`src/asd_defines.svh`:
```
// offsets, field positions, reset values and fixed-point constants of the speed/tone/sync block
// assumes 4-bit word-aligned register addresses and the scalings noted beside the a2, y and speed constants
`ifndef ASD_DEFINES_SVH
`define ASD_DEFINES_SVH

`define ASD_ADDR_CTRL 4'h0
`define ASD_ADDR_STATUS 4'h4
`define ASD_ADDR_AVG 4'h8
`define ASD_ADDR_SPEED 4'hC

`define ASD_CTRL_LAW 0
`define ASD_CTRL_EN 1
`define ASD_CTRL_CLR 2
`define ASD_CTRL_RESET 3'h2

// a2 in 2^-14 units: -0.71875
`define ASD_A2_TONE_THR 16'hD200
// y in 2^-9 units: 3.0
`define ASD_Y_IDLE 13'h0600
// speed values in 2^-8 units
`define ASD_AP_ONE 10'h100
`define ASD_AP_STEP 10'h020
// limited speed in 2^-6 units: 1.0
`define ASD_AL_MAX 7'h40
`define ASD_DQTHR_SAT 15'h7C00
`define ASD_PCM_MAG_MAX 7'h7F
`define ASD_MU_CLIP 16'h1FDF
`define ASD_MU_BIAS 16'h0021
`define ASD_A_INV 8'h55
`define ASD_MU_INV 8'h7F
`define ASD_FIFO_DEPTH 8
`define ASD_FIFO_WIDTH 8

`endif

```
`src/asd_pkg.sv`:
```
// types shared by the speed/tone/sync block and its output buffer
// assumes asd_defines.svh for the numeric constants
package asd_pkg;
  typedef enum logic {ASD_LAW_MU, ASD_LAW_A} asd_law_type;
  typedef enum logic [1:0] {ASD_ADJ_KEEP, ASD_ADJ_UP, ASD_ADJ_DOWN} asd_adj_type;
endpackage

```
`src/asd_stream_if.sv`:
```
// valid/ready carrier for pcm words between the block and its buffer
// assumes both ends share ref_clk_i
`timescale 1ns/1ns
interface asd_stream_if;
  logic valid;
  logic ready;
  logic [7:0] data;
  modport src (output valid, output data, input ready);
  modport snk (input valid, input data, output ready);
endinterface

```
`src/asd_fifo.sv`:
```
// small fifo for decoded pcm words, output data held in a register
// assumes a single clock and an asynchronous active-low reset
`timescale 1ns/1ns
module asd_fifo
  import asd_pkg::*;
#(
  parameter int WIDTH = 8,
  parameter int DEPTH = 8
)
(
  input wire logic ref_clk_i,
  input wire logic resetn_i,
  asd_stream_if.snk in_if,
  output logic out_valid_o,
  input wire logic out_ready_i,
  output logic [WIDTH-1:0] out_data_o
);
  localparam int AW = $clog2(DEPTH);
  logic [WIDTH-1:0] mem_r [DEPTH];
  logic [AW-1:0] wptr_r;
  logic [AW-1:0] rptr_r;
  logic [AW:0] count_r;
  logic push;
  logic pop;
  logic load;

  // the output register is a stage of its own, so a full array still lets it refill
  assign in_if.ready = (count_r != (AW+1)'(DEPTH));
  assign push = in_if.valid && in_if.ready;
  assign load = (count_r != '0) && (!out_valid_o || out_ready_i);
  assign pop = load;

  always_ff @(posedge ref_clk_i)
  begin
    if (push)
    begin
      mem_r[wptr_r] <= in_if.data;
    end
  end

  always_ff @(posedge ref_clk_i or negedge resetn_i)
  begin
    if (!resetn_i)
    begin
      wptr_r <= '0;
      rptr_r <= '0;
      count_r <= '0;
    end
    else
    begin
      if (push)
      begin
        wptr_r <= AW'((wptr_r + 1'b1) % DEPTH);
      end
      if (pop)
      begin
        rptr_r <= AW'((rptr_r + 1'b1) % DEPTH);
      end
      count_r <= count_r + (AW+1)'(push) - (AW+1)'(pop);
    end
  end

  always_ff @(posedge ref_clk_i or negedge resetn_i)
  begin
    if (!resetn_i)
    begin
      out_valid_o <= 1'b0;
      out_data_o <= '0;
    end
    else if (load)
    begin
      out_valid_o <= 1'b1;
      out_data_o <= mem_r[rptr_r];
    end
    else if (out_ready_i)
    begin
      out_valid_o <= 1'b0;
    end
  end

  fifo_full_a: assert property (@(posedge ref_clk_i) disable iff (!resetn_i)
    (count_r == (AW+1)'(DEPTH)) |-> !in_if.ready)
    else $error("fifo accepts while full");
endmodule

```
`src/asd_top.sv`:
```
// speed control, tone detection and decoder pcm adjustment, one sample per strobe
// assumes quantizer, predictor and scale-factor mix run outside and present values with the strobe
//
// Local design decisions: the register addresses and the address-and-strobe port.
`timescale 1ns/1ns
`include "asd_defines.svh"
module asd_top
  import asd_pkg::*;
(
  input wire logic ref_clk_i,
  input wire logic resetn_i,
  input wire logic [3:0] reg_addr_i,
  input wire logic [31:0] reg_wdata_i,
  input wire logic reg_wr_i,
  input wire logic reg_rd_i,
  output logic [31:0] reg_rdata_o,
  input wire logic sample_stb_i,
  output logic sample_ready_o,
  input wire logic [3:0] code_i,
  input wire logic [15:0] a2_i,
  input wire logic [12:0] y_i,
  input wire logic [18:0] yl_i,
  input wire logic [14:0] dq_mag_i,
  input wire logic [15:0] sr_i,
  input wire logic [15:0] se_i,
  output logic [6:0] al_o,
  output logic td_o,
  output logic tr_o,
  output logic coef_clear_o,
  output logic pcm_valid_o,
  input wire logic pcm_ready_i,
  output logic [7:0] pcm_data_o
);
  logic [2:0] ctrl_r;
  logic [11:0] short_term_avg_r;
  logic [13:0] long_term_avg_r;
  logic [9:0] ap_r;
  logic [6:0] al_r;
  logic td_r;
  logic tr_r;
  logic clear_r;
  logic out_vld_r;
  logic [7:0] out_word_r;
  logic take;
  logic soft_clr;
  asd_stream_if push_if ();

  function automatic logic [3:0] msb_pos(input logic [15:0] v);
    logic [3:0] p;
    p = 4'h0;
    for (int i = 0; i < 16; i++)
    begin
      if (v[i])
      begin
        p = 4'(i);
      end
    end
    return p;
  endfunction

  function automatic logic [2:0] weight_lookup(input logic [2:0] mag);
    case (mag)
      3'h7: return 3'h7;
      3'h6: return 3'h3;
      3'h5, 3'h4, 3'h3: return 3'h1;
      default: return 3'h0;
    endcase
  endfunction

  // next pcm level in sign-magnitude form; the zero crossing swaps sign
  function automatic logic [7:0] pcm_step(input logic [7:0] sm, input logic up);
    logic [7:0] r;
    r = sm;
    if (sm[7] == up)
    begin
      if (sm[6:0] != `ASD_PCM_MAG_MAX)
      begin
        r[6:0] = sm[6:0] + 7'h01;
      end
    end
    else if (sm[6:0] != 7'h00)
    begin
      r[6:0] = sm[6:0] - 7'h01;
    end
    else
    begin
      r[7] = up;
    end
    return r;
  endfunction

  assign take = sample_stb_i && sample_ready_o && ctrl_r[`ASD_CTRL_EN];
  assign soft_clr = reg_wr_i && (reg_addr_i == `ASD_ADDR_CTRL) && reg_wdata_i[`ASD_CTRL_CLR];
  // a word still waiting for the buffer stalls the sample source
  assign sample_ready_o = !out_vld_r || push_if.ready;

  // ---------------- speed control ----------------
  logic [2:0] fi;
  logic [11:0] dms_nxt;
  logic [13:0] dml_nxt;
  logic [14:0] avg_dif;
  logic [14:0] avg_abs;
  logic far_apart;
  logic idle;
  logic tone_nxt;
  logic [14:0] dqthr;
  logic [15:0] thr_mant;
  logic tr_nxt;
  logic [9:0] ap_decay;
  logic [9:0] ap_nxt;

  always_comb
  begin
    fi = weight_lookup(code_i[2:0]);
    dms_nxt = 12'(short_term_avg_r + 12'($signed({1'b0, fi, 9'h000}
      - {1'b0, short_term_avg_r}) >>> 5));
    dml_nxt = 14'(long_term_avg_r + 14'($signed({1'b0, fi, 11'h000}
      - {1'b0, long_term_avg_r}) >>> 7));
    avg_dif = {1'b0, dms_nxt, 2'b00} - {1'b0, dml_nxt};
    avg_abs = avg_dif[14] ? 15'(-avg_dif) : avg_dif;
    far_apart = avg_abs >= {4'h0, dml_nxt[13:3]};
    idle = y_i < `ASD_Y_IDLE;
    tone_nxt = $signed(a2_i) < $signed(`ASD_A2_TONE_THR);
    thr_mant = {11'h000, 5'h00} | 16'({1'b1, yl_i[14:10]}) << yl_i[18:15];
    dqthr = (yl_i[18:15] > 4'h9) ? `ASD_DQTHR_SAT :
      15'((thr_mant + (thr_mant >> 1)) >> 1);
    tr_nxt = tone_nxt && (dq_mag_i > dqthr);
    ap_decay = ap_r - (ap_r >> 4);
    if (tr_nxt)
    begin
      ap_nxt = `ASD_AP_ONE;
    end
    else if (far_apart || idle || td_r)
    begin
      ap_nxt = ap_decay + `ASD_AP_STEP;
    end
    else
    begin
      ap_nxt = ap_decay;
    end
  end

  always_ff @(posedge ref_clk_i or negedge resetn_i)
  begin
    if (!resetn_i)
    begin
      short_term_avg_r <= '0;
      long_term_avg_r <= '0;
      ap_r <= '0;
      al_r <= '0;
    end
    else if (soft_clr)
    begin
      short_term_avg_r <= '0;
      long_term_avg_r <= '0;
      ap_r <= '0;
      al_r <= '0;
    end
    else if (take)
    begin
      short_term_avg_r <= dms_nxt;
      long_term_avg_r <= dml_nxt;
      ap_r <= ap_nxt;
      al_r <= (ap_r > `ASD_AP_ONE) ? `ASD_AL_MAX : ap_r[8:2];
    end
  end

  // ---------------- tone flags ----------------
  always_ff @(posedge ref_clk_i or negedge resetn_i)
  begin
    if (!resetn_i)
    begin
      td_r <= 1'b0;
      tr_r <= 1'b0;
      clear_r <= 1'b0;
    end
    else
    begin
      clear_r <= take && tr_nxt && !soft_clr;
      if (soft_clr)
      begin
        td_r <= 1'b0;
        tr_r <= 1'b0;
      end
      else if (take)
      begin
        td_r <= tone_nxt && !tr_nxt;
        tr_r <= tr_nxt;
      end
    end
  end

  // ---------------- synchronous coding adjustment ----------------
  logic law_a;
  logic neg;
  logic [15:0] mag;
  logic [15:0] x;
  logic [3:0] seg;
  logic [3:0] mant;
  logic [7:0] prov_sm;
  logic [16:0] lin;
  logic [16:0] dx;
  logic [15:0] dx_abs;
  logic [3:0] dx_exp;
  logic [6:0] dx_mant;
  logic [10:0] dl;
  logic signed [12:0] dln;
  logic [2:0] qmag;
  logic signed [3:0] new_lv;
  logic signed [3:0] rx_lv;
  asd_adj_type adj;
  logic [7:0] fin_sm;

  always_comb
  begin
    law_a = ctrl_r[`ASD_CTRL_LAW] == ASD_LAW_A;
    neg = sr_i[15];
    mag = neg ? 16'(-sr_i) : sr_i;
    // pcm_compressor the reconstructed signal to a provisional code
    if (!law_a)
    begin
      x = ((mag > `ASD_MU_CLIP) ? `ASD_MU_CLIP : mag) + `ASD_MU_BIAS;
      seg = 4'(msb_pos(x) - 4'h5);
      mant = 4'(x >> (seg + 4'h1));
    end
    else
    begin
      x = (mag[15:1] > 15'h0FFF) ? 16'h0FFF : {1'b0, mag[15:1]};
      seg = (x < 16'h0020) ? 4'h0 : 4'(msb_pos(x) - 4'h4);
      mant = (x < 16'h0020) ? 4'(x >> 1) : 4'(x >> seg);
    end
    prov_sm = {!neg, seg[2:0], mant};
    // expand the provisional code back to linear form
    if (!law_a)
    begin
      lin = 17'((({13'h0000, prov_sm[3:0], 1'b0} + 17'h00021) << prov_sm[6:4]) - 17'h00021);
    end
    else if (prov_sm[6:4] == 3'h0)
    begin
      lin = 17'(({12'h000, prov_sm[3:0], 1'b0} + 17'h00001) << 1);
    end
    else
    begin
      lin = 17'(({12'h000, prov_sm[3:0], 1'b0} + 17'h00021) << prov_sm[6:4]);
    end
    if (!prov_sm[7])
    begin
      lin = 17'(-lin);
    end
    dx = 17'(lin - {se_i[15], se_i});
    dx_abs = dx[16] ? 16'(-dx) : dx[15:0];
    dx_exp = msb_pos(dx_abs);
    dx_mant = 7'(({dx_abs, 7'h00}) >> dx_exp);
    dl = {dx_exp, dx_mant};
    dln = $signed({2'b00, dl}) - $signed({2'b00, y_i[12:2]});
    if (dln >= 13'sd400) qmag = 3'h7;
    else if (dln >= 13'sd349) qmag = 3'h6;
    else if (dln >= 13'sd300) qmag = 3'h5;
    else if (dln >= 13'sd246) qmag = 3'h4;
    else if (dln >= 13'sd178) qmag = 3'h3;
    else if (dln >= 13'sd80) qmag = 3'h2;
    else if (dln >= -13'sd124) qmag = 3'h1;
    else qmag = 3'h0;
    new_lv = dx[16] ? -$signed({1'b0, qmag}) : $signed({1'b0, qmag});
    rx_lv = code_i[3] ? -$signed({1'b0, code_i[2:0]}) : $signed({1'b0, code_i[2:0]});
    if (new_lv < rx_lv)
    begin
      adj = ASD_ADJ_UP;
    end
    else if (new_lv > rx_lv)
    begin
      adj = ASD_ADJ_DOWN;
    end
    else
    begin
      adj = ASD_ADJ_KEEP;
    end
    case (adj)
      ASD_ADJ_UP: fin_sm = pcm_step(prov_sm, 1'b1);
      ASD_ADJ_DOWN: fin_sm = pcm_step(prov_sm, 1'b0);
      default: fin_sm = prov_sm;
    endcase
  end

  always_ff @(posedge ref_clk_i or negedge resetn_i)
  begin
    if (!resetn_i)
    begin
      out_vld_r <= 1'b0;
      out_word_r <= '0;
    end
    else if (take)
    begin
      out_vld_r <= 1'b1;
      // mu-law sends the sign as is and inverts only the magnitude
      out_word_r <= law_a ? (fin_sm ^ `ASD_A_INV) : (fin_sm ^ `ASD_MU_INV);
    end
    else if (push_if.ready)
    begin
      out_vld_r <= 1'b0;
    end
  end

  assign push_if.valid = out_vld_r;
  assign push_if.data = out_word_r;

  asd_fifo #(
    .WIDTH(`ASD_FIFO_WIDTH),
    .DEPTH(`ASD_FIFO_DEPTH)
  ) u_fifo (
    .ref_clk_i(ref_clk_i),
    .resetn_i(resetn_i),
    .in_if(push_if),
    .out_valid_o(pcm_valid_o),
    .out_ready_i(pcm_ready_i),
    .out_data_o(pcm_data_o)
  );

  // ---------------- registers ----------------
  always_ff @(posedge ref_clk_i or negedge resetn_i)
  begin
    if (!resetn_i)
    begin
      ctrl_r <= `ASD_CTRL_RESET;
    end
    else if (reg_wr_i && (reg_addr_i == `ASD_ADDR_CTRL))
    begin
      // the clear bit is a pulse and never stays set
      ctrl_r <= {1'b0, reg_wdata_i[1:0]};
    end
  end

  always_ff @(posedge ref_clk_i or negedge resetn_i)
  begin
    if (!resetn_i)
    begin
      reg_rdata_o <= '0;
    end
    else if (reg_rd_i)
    begin
      if (reg_addr_i == `ASD_ADDR_CTRL)
        reg_rdata_o <= {29'h0, ctrl_r};
      else if (reg_addr_i == `ASD_ADDR_STATUS)
        reg_rdata_o <= {23'h0, tr_r, td_r, al_r};
      else if (reg_addr_i == `ASD_ADDR_AVG)
        reg_rdata_o <= {2'h0, long_term_avg_r, 4'h0, short_term_avg_r};
      else if (reg_addr_i == `ASD_ADDR_SPEED)
        reg_rdata_o <= {22'h0, ap_r};
      else
        reg_rdata_o <= '0;
    end
    else
    begin
      reg_rdata_o <= '0;
    end
  end

  assign al_o = al_r;
  assign td_o = td_r;
  assign tr_o = tr_r;
  assign coef_clear_o = clear_r;

  tr_loads_one_a: assert property (@(posedge ref_clk_i) disable iff (!resetn_i)
    take && tr_nxt && !soft_clr |=> ap_r == `ASD_AP_ONE)
    else $error("transition did not load speed one");
  speed_clamp_a: assert property (@(posedge ref_clk_i) disable iff (!resetn_i)
    take && !soft_clr && ap_r > `ASD_AP_ONE |=> al_r == `ASD_AL_MAX)
    else $error("limited speed not clamped");
  idle_step_a: assert property (@(posedge ref_clk_i) disable iff (!resetn_i)
    take && !soft_clr && !tr_nxt && idle |=>
      ap_r == 10'($past(ap_r) - ($past(ap_r) >> 4) + `ASD_AP_STEP))
    else $error("idle channel step missing");
  tone_flag_a: assert property (@(posedge ref_clk_i) disable iff (!resetn_i)
    take && !soft_clr && !tr_nxt |=> td_r == ($signed($past(a2_i)) < $signed(`ASD_A2_TONE_THR)))
    else $error("tone flag wrong");
  coef_clear_a: assert property (@(posedge ref_clk_i) disable iff (!resetn_i)
    take && tr_nxt && !soft_clr |=> coef_clear_o && !td_r)
    else $error("transition did not clear");
  clear_pulse_a: assert property (@(posedge ref_clk_i) disable iff (!resetn_i)
    coef_clear_o |-> $past(take && tr_nxt && !soft_clr))
    else $error("coefficient clear without transition");
  state_hold_a: assert property (@(posedge ref_clk_i) disable iff (!resetn_i)
    !take && !soft_clr |=> $stable(ap_r) && $stable(short_term_avg_r) && $stable(td_r))
    else $error("state moved without strobe");
  avg_rise_a: assert property (@(posedge ref_clk_i) disable iff (!resetn_i)
    take && !soft_clr && code_i[2:0] == 3'h7 && short_term_avg_r < 12'hC00 |=>
      short_term_avg_r > $past(short_term_avg_r))
    else $error("short average did not rise");
  clear_all_a: assert property (@(posedge ref_clk_i) disable iff (!resetn_i)
    soft_clr |=> ap_r == '0 && long_term_avg_r == '0 && !td_r && !tr_r)
    else $error("clear left state behind");
  adjust_up_a: assert property (@(posedge ref_clk_i) disable iff (!resetn_i)
    take && adj == ASD_ADJ_UP && prov_sm[7] && prov_sm[6:0] != 7'h7F && !law_a |=>
      out_word_r == (($past(prov_sm) + 8'h01) ^ `ASD_MU_INV))
    else $error("pcm not stepped up");
endmodule

```
`config.mk`:
```
export PLATFORM = sky130hd
export DESIGN_NAME = asd_top
export DESIGN_NICKNAME = d
export VERILOG_FILES = /design/src/asd_pkg.sv /design/src/asd_stream_if.sv /design/src/asd_fifo.sv /design/src/asd_top.sv
export VERILOG_INCLUDE_DIRS = /design/src
export SDC_FILE = /design/constraint.sdc
export NUM_CORES = 1
export LEC_CHECK = 0
export BUFFER_PORTS_ARGS = -buffer_cell sky130_fd_sc_hd__buf_2
export CELL_PAD_IN_SITES_DETAIL_PLACEMENT = 0
export CELL_PAD_IN_SITES_GLOBAL_PLACEMENT = 1
export CORE_AREA = 2 2 210 212
export CTS_CLUSTER_DIAMETER = 150
export DETAILED_ROUTE_END_ITERATION = 10
export DIE_AREA = 0 0 212 214
export PLACE_DENSITY = 0.89
export SLEW_MARGIN = 20
export SYNTH_ARGS = -nofsm -noshare
export SYNTH_HDL_FRONTEND = slang
export SYNTH_SLANG_ARGS = --single-unit
export TNS_END_PERCENT = 5
```
`constraint.sdc`:
```
create_clock -name ref_clk_i -period 13.4 [get_ports ref_clk_i]
set_input_delay 2.68 -clock ref_clk_i [delete_from_list [all_inputs] [get_ports ref_clk_i]]
set_output_delay 2.68 -clock ref_clk_i [all_outputs]
set_load 0.05 [all_outputs]
```
# Word-level counts from Yosys, hierarchy flattened
# Memory sizes are Yosys's and may differ from the RTL's. A register that Yosys moved wholly into a read port is not among the register bits.
# Index checks and enable logic that the tools add are counted.
# word_totals
reg_bits,100
mem_bits_rw,64
inputBits,141
output_inout_bits,52
elab_cells,220
n_memories,1
# op_classes
n_addsub,30
order_cmp,18
eq_ne,12
shift,6
mux,108
bitwise_logic,2
n_reduce_logical,28
# memory_table
memory,depth,width,rd,rd_ports_with_merged_regs,write_ports,line_no,rtl
u_fifo.mem_r,8,8,1,1,1,asd_fifo.sv:19,logic [WIDTH-1:0] mem_r [DEPTH];
# op_table
op,count
$mux W4,49
$mux W30,3
$mux W7,8
$mux W17,3
$mux W10,5
$mux W16,3
$mux W15,3
$ge A12 B10 Y1 const B,3
$shl A7 B3 Y17,2
$mux W32,1
$neg A16 Y16,2
$sub A14 B14 Y15,2
$mux W14,2
$ge A12 B8 Y1 const B,2
$ge A12 B9 Y1 const B,2
$mux W12,2
$shr A23 B4 Y7,1
$mux W1,18
$neg A17 Y17,1
$sub A17 B17 Y17,1
$sub A17 B6 Y17 const B,1
$add A16 B15 Y16,1
$add A16 B6 Y16 const B,1
$gt A16 B13 Y1 const B,1
other kinds (53),87

# Logic depth before layout (Yosys ltp)
# Gate-level depths: netlist of the first run.
# depth
word_depth,68
ltp_mapped,104
mapped_depth_nobuf,96

# By module
# A second synthesis of the first run with hierarchy kept.
# unflattened
hier_cells,2228
area_unflattened_um2,18433.9
# modules_own_cells
module,n_inst,cells_per_inst,area_each_um2,seq_area_each_um2
asd_top,1,2021,14959.3,2078.2
asd_fifo,1,207,3474.6,2397.3

# Least setup slack after synthesis of the first run
# No wires, ideal clock.
# synth_timing
path_type,input port to flip-flop
start,in sr_i[0]
end,reg out_word_r[3]
setup_time_ns,0.136
arrival_ns,20.577
required_time_ns,13.264
slack_ns,-7.313
stages,101
n_path_buf,7
cell_sequence,buf_2 > inv_1 > ha_1 > or3b_1 > o21a_1 > o32a_1 > nor4_4 > a21oi_1 > nand2_1 > ha_1 > buf_2 > clkinv_1 > a211oi_1 > nor2_1 > o21ai_1 > a21o_1 > clkbuf_1 > nand3_1 > [65 not listed] > a31oi_1 > a21oi_1 > ha_1 > nand2_1 > o21ai_0 > ha_1 > nor2b_1 > o21ai_0 > a31oi_1 > nand2_1 > inv_1 > a21oi_1 > o21ai_0 > nor3_1 > a21oi_1 > o21ai_0 > xnor2_1 > o21ai_0
# synth_via
elab_chain_len,68
elab_cells_between_ends,113
classes_between,16 x add/sub; 12 x order compare; 3 x eq/ne; 5 x shift; 74 x mux; 1 x bitwise; 2 x reduce/logical
# synth_rtl
item,line_no,rtl
"start, declared",asd_top.sv:24,"input wire logic [15:0] sr_i,"
$neg A16 Y16,asd_top.sv:218,mag = neg ? 16'(-sr_i) : sr_i;
$mux W16 *,asd_top.sv:218,
$gt A16 B13 Y1 (no source line) or $gt A15 B12 Y1 (tied branches),n/a,
$mux W16 or $mux W15 (tied branches),"asd_top.sv:222, asd_top.sv:228",
$add A16 B6 Y16 (no source line) or $mux W1 (tied branches),n/a,
$mux W1 or $mux W4 (tied branches),asd_top.sv:53,if (v[i])
$mux W4 (13 in series),asd_top.sv:53,
"$mux W4, on equally long branches","asd_top.sv:53, asd_top.sv:220",
[40 not listed],n/a,
$mux W4,asd_top.sv:264,"new_lv = dx[16] ? -$signed({1'b0, qmag}) : $signed({1'b0, qmag});"
$gt A4 B4 Y1,asd_top.sv:270,else if (new_lv > rx_lv)
$mux W2,asd_top.sv:270,
$mux W2,asd_top.sv:266,if (new_lv < rx_lv)
$eq A2 B2 Y1 or $eq A2 B1 Y1 (tied branches),asd_top.sv:278,case (adj)
$pmux W8 S2 *,asd_top.sv:278,
$not A7 Y7 (no source line),n/a,
$mux W7 *,asd_top.sv:296,out_word_r <= law_a ? (fin_sm ^ `ASD_A_INV) : (fin_sm ^ `ASD_MU_INV);
"end signal, assigned",asd_top.sv:296,
"end, declared",asd_top.sv:43,logic [7:0] out_word_r;
# Mark *: on every way between the ends. The rest lies on a longest branch, timed or not. The select of a mux whose other input is x is not followed.
# A chain may end at the register's enable or synchronous reset.

# Final worst setup path of the first run
# layout_timing
start,in sr_i[0]
end,reg out_word_r[1]
# The elaborated chain is that of the path after synthesis.

==> metrics list, run 1 <==
- In this design, the critical path's most frequently occurring cell is sky130_fd_sc_hd__o21ai_2.
* Quantity of hold-fixing buffers added after cts: 0
* Number of warnings reported in the yosys synthesis log: 0
- The later pin in the worst-skew pair is clocked with a latency of 430 ps.
- Final worst-path cycle share: 141%
- In this run the worst setup path begins at sr_i[0].
- Cell Rows: 76
* Synth top area share: 14.1%
* Tmin final: 18,890 ps
- Routed metal-1 wire length: 25.2 mm
- Die height: 214 um
- Counting every sink on the clock net gives 166.
- The first detailed-routing pass ran for 6 iterations.
* Maximum number of pins on one net before global-route repair: 89
- For this design the top-level I/O count stands at 193.
- The startpoint identified for the worst hold timing path is ctrl_r[1].
- Once the floorplan was initialized, standard cells occupied 41.8% of the core.
- The tree is rooted in a sky130_fd_sc_hd__clkbuf_16.
- Among all stages on the critical path, the largest delay is contributed by sky130_fd_sc_hd__o32a_1.
- Startpoint of the worst register-to-register path: ctrl_r[0]
- After detailed routing, the number of remaining DRC violations is 0.
- Slowest stage delay, CP: 410 ps
* Global-route wire length before repair: 92.6 mm
* CTS tree: done
* Critical Path End Type: flop
- Actual slew at the worst max-slew pin: 1100 ps
- DIE AREA: 45,400 um^2
* Setup clock skew after layout: 14.2 ps
- In this run the worst path has a maximum fanout of 6.
- The number of max-slew violations in the final report was 0.
- Number of nets in the final layout: 3,035
- For this block, the initial DRC count from the detailed router was 1,407.
* Post-route setup slack: -5490 ps
- The number of hold violations in the final report is 0.
* Setup slack on the worst flop-to-flop path: -140 ps
- After synthesis, the mean cell area works out to 8.28 um^2.
- # port buffers: 136
- The commonest cells after synthesis are 216 x sky130_fd_sc_hd__nand2_1, 185 x sky130_fd_sc_hd__nor2_1, 141 x sky130_fd_sc_hd__ha_1.
- Final GP Congestion: 0.939
- Post-route antenna net violation count: 0
* Data required time at the worst endpoint: 13,680 ps
- Detailed routing placed a total of 2.51 mm of wire on met3.
- The number of global-route vias before repair was 18,800.
* Setup-failing EPs final: 8
- Data on the critical path arrives at its endpoint at 19,160 ps.
* Failing checks: negative setup slack
- Ratio of routed vias to standard cells: 5.61
* Horizontal die dimension: 212 um
- Final-layout fill cell count: 3,894
- Post-synth top area cell: sky130_fd_sc_hd__dfrtp_1
- In this run the deepest clock path goes through 2 buffers.
- Status: finished, violations left
* Non-Filler Instances: 3,345
* Type of the worst min-delay path: reg2reg
- Counting flops and latches in the post-synthesis netlist gives 166.
- After synthesis, the netlist uses 111 different library cells.
- Wires add up to 57.0 mm.
* Synth Instances: 2,163
* Library cell with the highest instance count after synthesis: sky130_fd_sc_hd__nand2_1
- Yosys mapped a number of flops with a built-in enable equal to 64.
- Clock-pin slew of the registers on the worst-case setup and hold paths: 70 ps
* Total global routing track utilization: 24.6%
- Max Clock Freq: 52.9 MHz
- RSZ-0062 raised after global routing: true
- CTS H-tree lvls: 4
* Top metal layer carrying routed signals: met4
* Total congestion overflow: 0
- The core region is 42,900 um^2.
- Placed instance count: 3,287
- The synthesized netlist occupies a cell area of 17,900 um^2.
- Headroom to the max-slew limit came out at 26.3%.
- The post-route netlist has 32.0% of its cells at a drive strength greater than 1.
* Worst setup path category: in2reg
* Detailed Place HPWL: 44.8 mm
- The number of antenna violations at the first check in global routing came to 1.
- In the synthesized netlist the dominant register cell turns out to be sky130_fd_sc_hd__dfrtp_1.
* Fraction of registers with async set or reset after synthesis: 61.4%
* Routed wirelength normalized by instance count: 17.0 um
- Counting the buffers created by CTS gives 17.
- Area growth, synth to finish: 35.1%
* Max-cap violations: 0
* Total via count after detailed routing: 18,800
* Portion of the post-synthesis area used by sequential elements: 25.0%
- Routed met2 length: 27.9 mm
* Top cells by area, synth: sky130_fd_sc_hd__dfrtp_1 14%, sky130_fd_sc_hd__edfxtp_1 11%, sky130_fd_sc_hd__ha_1 9.8%
* Element type at the critical path start: primary input
-- stage by stage --
step	util, %	instance area, um^2	setup slack, ps	hold slack [ps]	TNS (ps)
after global placement	53.4	22900	-5690	487	-44610
final	56.4	24200	-5490	518	-42920
after detailed placement	53.4	22900	-6120	492	-48110
after floorplan	-	18300	-5490	466	-42450
after global routing	56.4	24200	-6400	528	-50250
after CTS	54.9	23600	-5520	512	-43270
-- per-layer routing --
layer  GRT usage, %  up-vias
met2           42.6      555
met1           32.6     8951
met3           1.92       95
met4           7.18        0
li1               -     9167
met5              0        -
-- layout make-up --
class | count | area (um^2) | area share, %
repair buffers | 649 | 4600 | 19.0
flip-flops and latches | 166 | 4480 | 18.5
inverters | 115 | 449 | 1.86
well taps | 585 | 732 | 3.03
clock buffers | 20 | 458 | 1.89
clock inverters | 12 | 133 | 0.548
diodes | 1 | 2.50 | 0.0103
multi-input cells | 1797 | 13300 | 55.2
-- final timing paths --
| check | end | depth (start not counted) |
|---|---|---|
| hold / removal | out_vld_r | 2 |
| hold reg to reg | out_vld_r | 2 |
| setup / recovery | out_word_r[1] | 96 |
| min in group asynchronous | u_fifo.out_data_o[6] | 1 |
| setup reg to reg | out_word_r[1] | 74 |
| max in group asynchronous | long_term_avg_r[10] | 2 |
-- registers in the layout, indices dropped and copies added, names as in the netlist, 2 cells and up --
name               count
u_fifo.mem_r          64
short_term_avg_r      12
out_word_r             8
al_o                   7
long_term_avg_r       14
u_fifo.count_r         4
u_fifo.wptr_r          3
u_fifo.rptr_r          3
u_fifo.out_data_o      8
reg_rdata_o           26
ctrl_r                 2
ap_r                  10
-- logic make-up (layout without fill, tap and decap cells) --
family | after synthesis | after routing | share of synthesized area [%]
other cells | 1 | 7 | 0.0209
buf+inv | 205 | 796 | 4.84
simple gates | 729 | 729 | 19.9
compound gates | 684 | 684 | 26.6
xor+xnor | 160 | 160 | 7.87
fa+ha+maj | 148 | 148 | 10.6
flops | 166 | 166 | 25.0
mux | 70 | 70 | 5.15
-- worst max-delay path: cells and delay by family --
kind | cells | cell delay (ps)
buffers and inverters | 9 | 1030
AO/OA/AOI/OAI | 52 | 8890
adder cells (fa/ha/maj) | 9 | 2150
multiplexers | 4 | 950
AND/OR/NAND/NOR | 18 | 2770
XOR/XNOR | 4 | 630
-- cell usage in the layout, fill, tap and decap left out, types with 12 or more instances in the layout --
| cell type | Yosys | layout |
|---|---|---|
| sky130_fd_sc_hd__o22ai_1 | 17 | 16 |
| sky130_fd_sc_hd__nand2b_1 | 36 | 34 |
| sky130_fd_sc_hd__o21a_1 | 18 | 18 |
| sky130_fd_sc_hd__buf_2 | 16 | 135 |
| sky130_fd_sc_hd__o31ai_1 | 21 | 16 |
| sky130_fd_sc_hd__nand2_1 | 216 | 210 |
| sky130_fd_sc_hd__and2_1 | 37 | 35 |
| sky130_fd_sc_hd__nand3_1 | 42 | 39 |
| sky130_fd_sc_hd__dfrtp_1 | 101 | 100 |
| sky130_fd_sc_hd__mux4_2 | 16 | 16 |
| sky130_fd_sc_hd__a21o_1 | 47 | 47 |
| sky130_fd_sc_hd__a22o_1 | 23 | 23 |
| sky130_fd_sc_hd__o21bai_1 | 30 | 30 |
| sky130_fd_sc_hd__ha_1 | 141 | 134 |
| sky130_fd_sc_hd__xor2_1 | 47 | 46 |
| sky130_fd_sc_hd__inv_1 | 111 | 108 |
| sky130_fd_sc_hd__nor2_1 | 185 | 179 |
| sky130_fd_sc_hd__nor2b_1 | 41 | 39 |
| sky130_fd_sc_hd__a21oi_1 | 136 | 128 |
| sky130_fd_sc_hd__and3_1 | 13 | 13 |
| sky130_fd_sc_hd__or3_1 | 22 | 18 |
| sky130_fd_sc_hd__xnor2_1 | 112 | 111 |
| sky130_fd_sc_hd__clkbuf_16 | 0 | 18 |
| sky130_fd_sc_hd__nand4_1 | 16 | 16 |
| sky130_fd_sc_hd__nor3_1 | 53 | 47 |
| sky130_fd_sc_hd__o21ai_0 | 133 | 112 |
| sky130_fd_sc_hd__mux2_2 | 14 | 12 |
| sky130_fd_sc_hd__nor4_1 | 17 | 13 |
| sky130_fd_sc_hd__o21ai_1 | 20 | 31 |
| sky130_fd_sc_hd__edfxtp_1 | 64 | 64 |
| sky130_fd_sc_hd__mux2i_1 | 37 | 32 |
| sky130_fd_sc_hd__a31oi_1 | 32 | 30 |
| sky130_fd_sc_hd__o211ai_1 | 21 | 21 |
| sky130_fd_sc_hd__a211oi_1 | 20 | 16 |
| sky130_fd_sc_hd__buf_4 | 10 | 504 |
-- repair_timing --
item / in CTS / in global routing
resized for setup: 8 / 91
setup buffers: 0 / 25
pin swaps: 0 / 65
endpoints found under the hold margin: 0 / 0
setup endpoints to repair: 8 / 8
Power of run 1 is left out: the tool's default activity adds up to more than one toggle a clock period on the data nets, which glitch-free logic cannot reach.
==> inputs of run 2 (changes only) <==
Settings changed: CORE_AREA 2 2 210 212 to 2 2 271 139, DIE_AREA 0 0 212 214 to 0 0 273 141, PLACE_DENSITY 0.89 to 0.95.
Clock period 13.4 ns to 23 ns, I/O delays scaled along.
==> run 2 against run 1 <==
Compared with the run above:
- the flow now finishes without violations
- via count fell by 1.7%
- hold slack lost 2.4 ps
- final cell count down 9.7%
- first-iteration DRC count grew 55%
- sequential share of layout area is 2.1 points higher
- sequential cell count did not move
- clock skew shrank 5.7 ps
- die area is 15% lower
- count of clock-buffer cells in the layout down 3
- final area is 10% lower
- highest routed layer is now met5
==> metrics list, run 2 (synthesis gave the netlist of run 1 again) <==
- More flip-flops sit in one register than any other, and that register is u_fifo.mem_r.
* Max reg flops: 64
- DIE AREA: 38,500 um^2
- CTS Buffer Depth: 2
- Based on the critical path, the design can be clocked at up to 44.8 MHz.
- Status: finished clean
- Routed wirelength normalized by instance count: 18.5 um
* Slowest stage delay, CP: 590 ps
- Total via count after detailed routing: 18,500
* Critical Path End Type: flop
* Post-route DRC violation count: 0
- Tmin final: 22,330 ps
- Max Slew Vio Count: 0
- Root buffer cell: sky130_fd_sc_hd__clkbuf_16
* Area growth, synth to finish: 21.5%
* Worst slew margin relative to its limit: 29.6%
- Most common cell after layout, fill and taps aside: sky130_fd_sc_hd__buf_4
* Proportion of layout cells with a drive suffix above 1: 22.9%
- Boundary Pins: 193
- Max-cap violations: 0
- In the finished design, the share of the clock period the worst path needs comes to 97.1%.
- In this run the worst hold path is classified as reg2reg.
* Total number of clock tree sinks: 166
* Number of nets in the final layout: 2,803
- Ratio of routed vias to standard cells: 6.11
- After clock tree synthesis, the clock-pin slew on the worst setup and hold paths is 70 ps.
- The placed instances occupy a cell area of 20,900 um^2.
- Along the worst path, the maximum fanout reaches 6.
- The cell that appears most often on the critical path is sky130_fd_sc_hd__a21o_1.
- Among all stages on the critical path, the largest delay is contributed by sky130_fd_sc_hd__or4_4.
* Initial Utilization: 49.0%
- Die height: 141 um
- Cell Rows: 50
* Post-detailed-routing wire length: 56.0 mm
- Highest-count cells in the layout ignoring fill and taps: 280 x sky130_fd_sc_hd__buf_4, 214 x sky130_fd_sc_hd__nand2_1, 183 x sky130_fd_sc_hd__nor2_1, 140 x sky130_fd_sc_hd__ha_1, 135 x sky130_fd_sc_hd__buf_2
- The pre-antenna-repair detailed-routing pass consisted of 10 iterations.
- TritonCTS built the clock tree.
- Actual slew at the worst max-slew pin: 1050 ps
- Quantity of hold-fixing buffers added after cts: 0
- For this block, the initial DRC count from the detailed router was 2,184.
- The finished cells cover 21,800 um^2.
- Post-route antenna net violation count: 0
- At the end of routability-driven placement, the weighted congestion stood at 1.11.
- Port buffering added 136 buffers.
* Total congestion overflow: 0
- Setup violations remaining at the end of the flow were counted as 0.
- Data arrival, critical path: 22,620 ps
* Detailed Place HPWL: 44.7 mm
* Total global routing track utilization: 28.5%
* Maximum number of pins on one net before global-route repair: 58
* Fin. Hold Viols: 0
- Data required time at the worst endpoint: 23,290 ps
* Horizontal die dimension: 273 um
* Global-route wire length before repair: 89.2 mm
- The core region is 36,500 um^2.
- Antenna violations before repair: 1
- In this run, CTS created clock tree buffers numbering 17.
- The setup path with the least slack is of type in2reg.
- The largest registers in the layout are u_fifo.mem_r: 64 flops, reg_rdata_o: 26 flops, long_term_avg_r: 14 flops.
- Setup clock skew after layout: 8.47 ps
- Final-layout setup total negative slack: 0 ps
- CTS built an H-tree with a depth of 4.
- The worst hold path was traced through 2 stages.
* Number of global-route vias before repair: 17,300
- Count of cells along the worst register-to-register path: 75
* Clk_lat worst skew: 440 ps
* Element type at the critical path start: primary input
-- run 2: changes by cell type in the layout (fill, tap and decap cells not counted), sizes merged --
cell	delta
clkinv	+6
clkbuf	-3
bufinv	+1
buf	-232
inv	-4
-- run 2: layer usage --
metal  GRT usage, %  share of wire [%]  wire (um)  vias to the layer above
met5           1.13              0.098         55                        -
met3           6.64                 10       5860                       87
met1           43.6                 48      26800                     8709
met4           6.70                1.7        940                        2
li1               -                  -          -                     8720
met2           39.8                 40      22300                      939
-- run 2: worst max-delay path, delay by kind of cell --
family	cells	cell delay, ps
AO/OA/AOI/OAI	51	9490
XOR/XNOR	1	130
multiplexers	2	560
adder cells (fa/ha/maj)	8	2050
AND/OR/NAND/NOR	19	4150
buffers and inverters	13	1570
-- run 2: worst paths after layout --
kind / endpoint / slack [ps] / startpoint
max: out_word_r[4] / 670 / sr_i[0]
min: out_vld_r / 520 / ctrl_r[1]
max reg2reg: out_word_r[4] / 7870 / ctrl_r[0]
min reg2reg: out_vld_r / 520 / ctrl_r[1]
max in group asynchronous: reg_rdata_o[9] / 17700 / resetn_i
min in group asynchronous: u_fifo.out_data_o[6] / 4230 / resetn_i
-- run 2: metrics by stage --
stage / std cells / util (%) / hold WS, ps / setup slack [ps]
floorplan: 2168 / - / 466 / 367
global placement: 2983 / 57.1 / 485 / -261
detailed placement: 2983 / 57.1 / 500 / -830
CTS: 3015 / 58.8 / 515 / 11.1
global route: 3022 / 59.6 / 547 / -101
finish: 3022 / 59.6 / 515 / 667
-- run 2: repair_timing --
item / CTS / global route
gates resized for setup: 9 / 56
setup buffers: 0 / 6
cloned: 0 / 0
pin swaps: 2 / 15
setup endpoints to repair: 7 / 8
-- run 2: final cells by class --
type                       count  area, um^2
fill                        3206       14800
timing repair buffer         417        2810
inverter                     115         434
tap                          494         618
sequential                   166        4480
clock buffer                  17         425
multi-input combinational   1797       12800
clock inverter                15         154
antenna                        1        2.50
Power of run 2 is left out for the same reason.
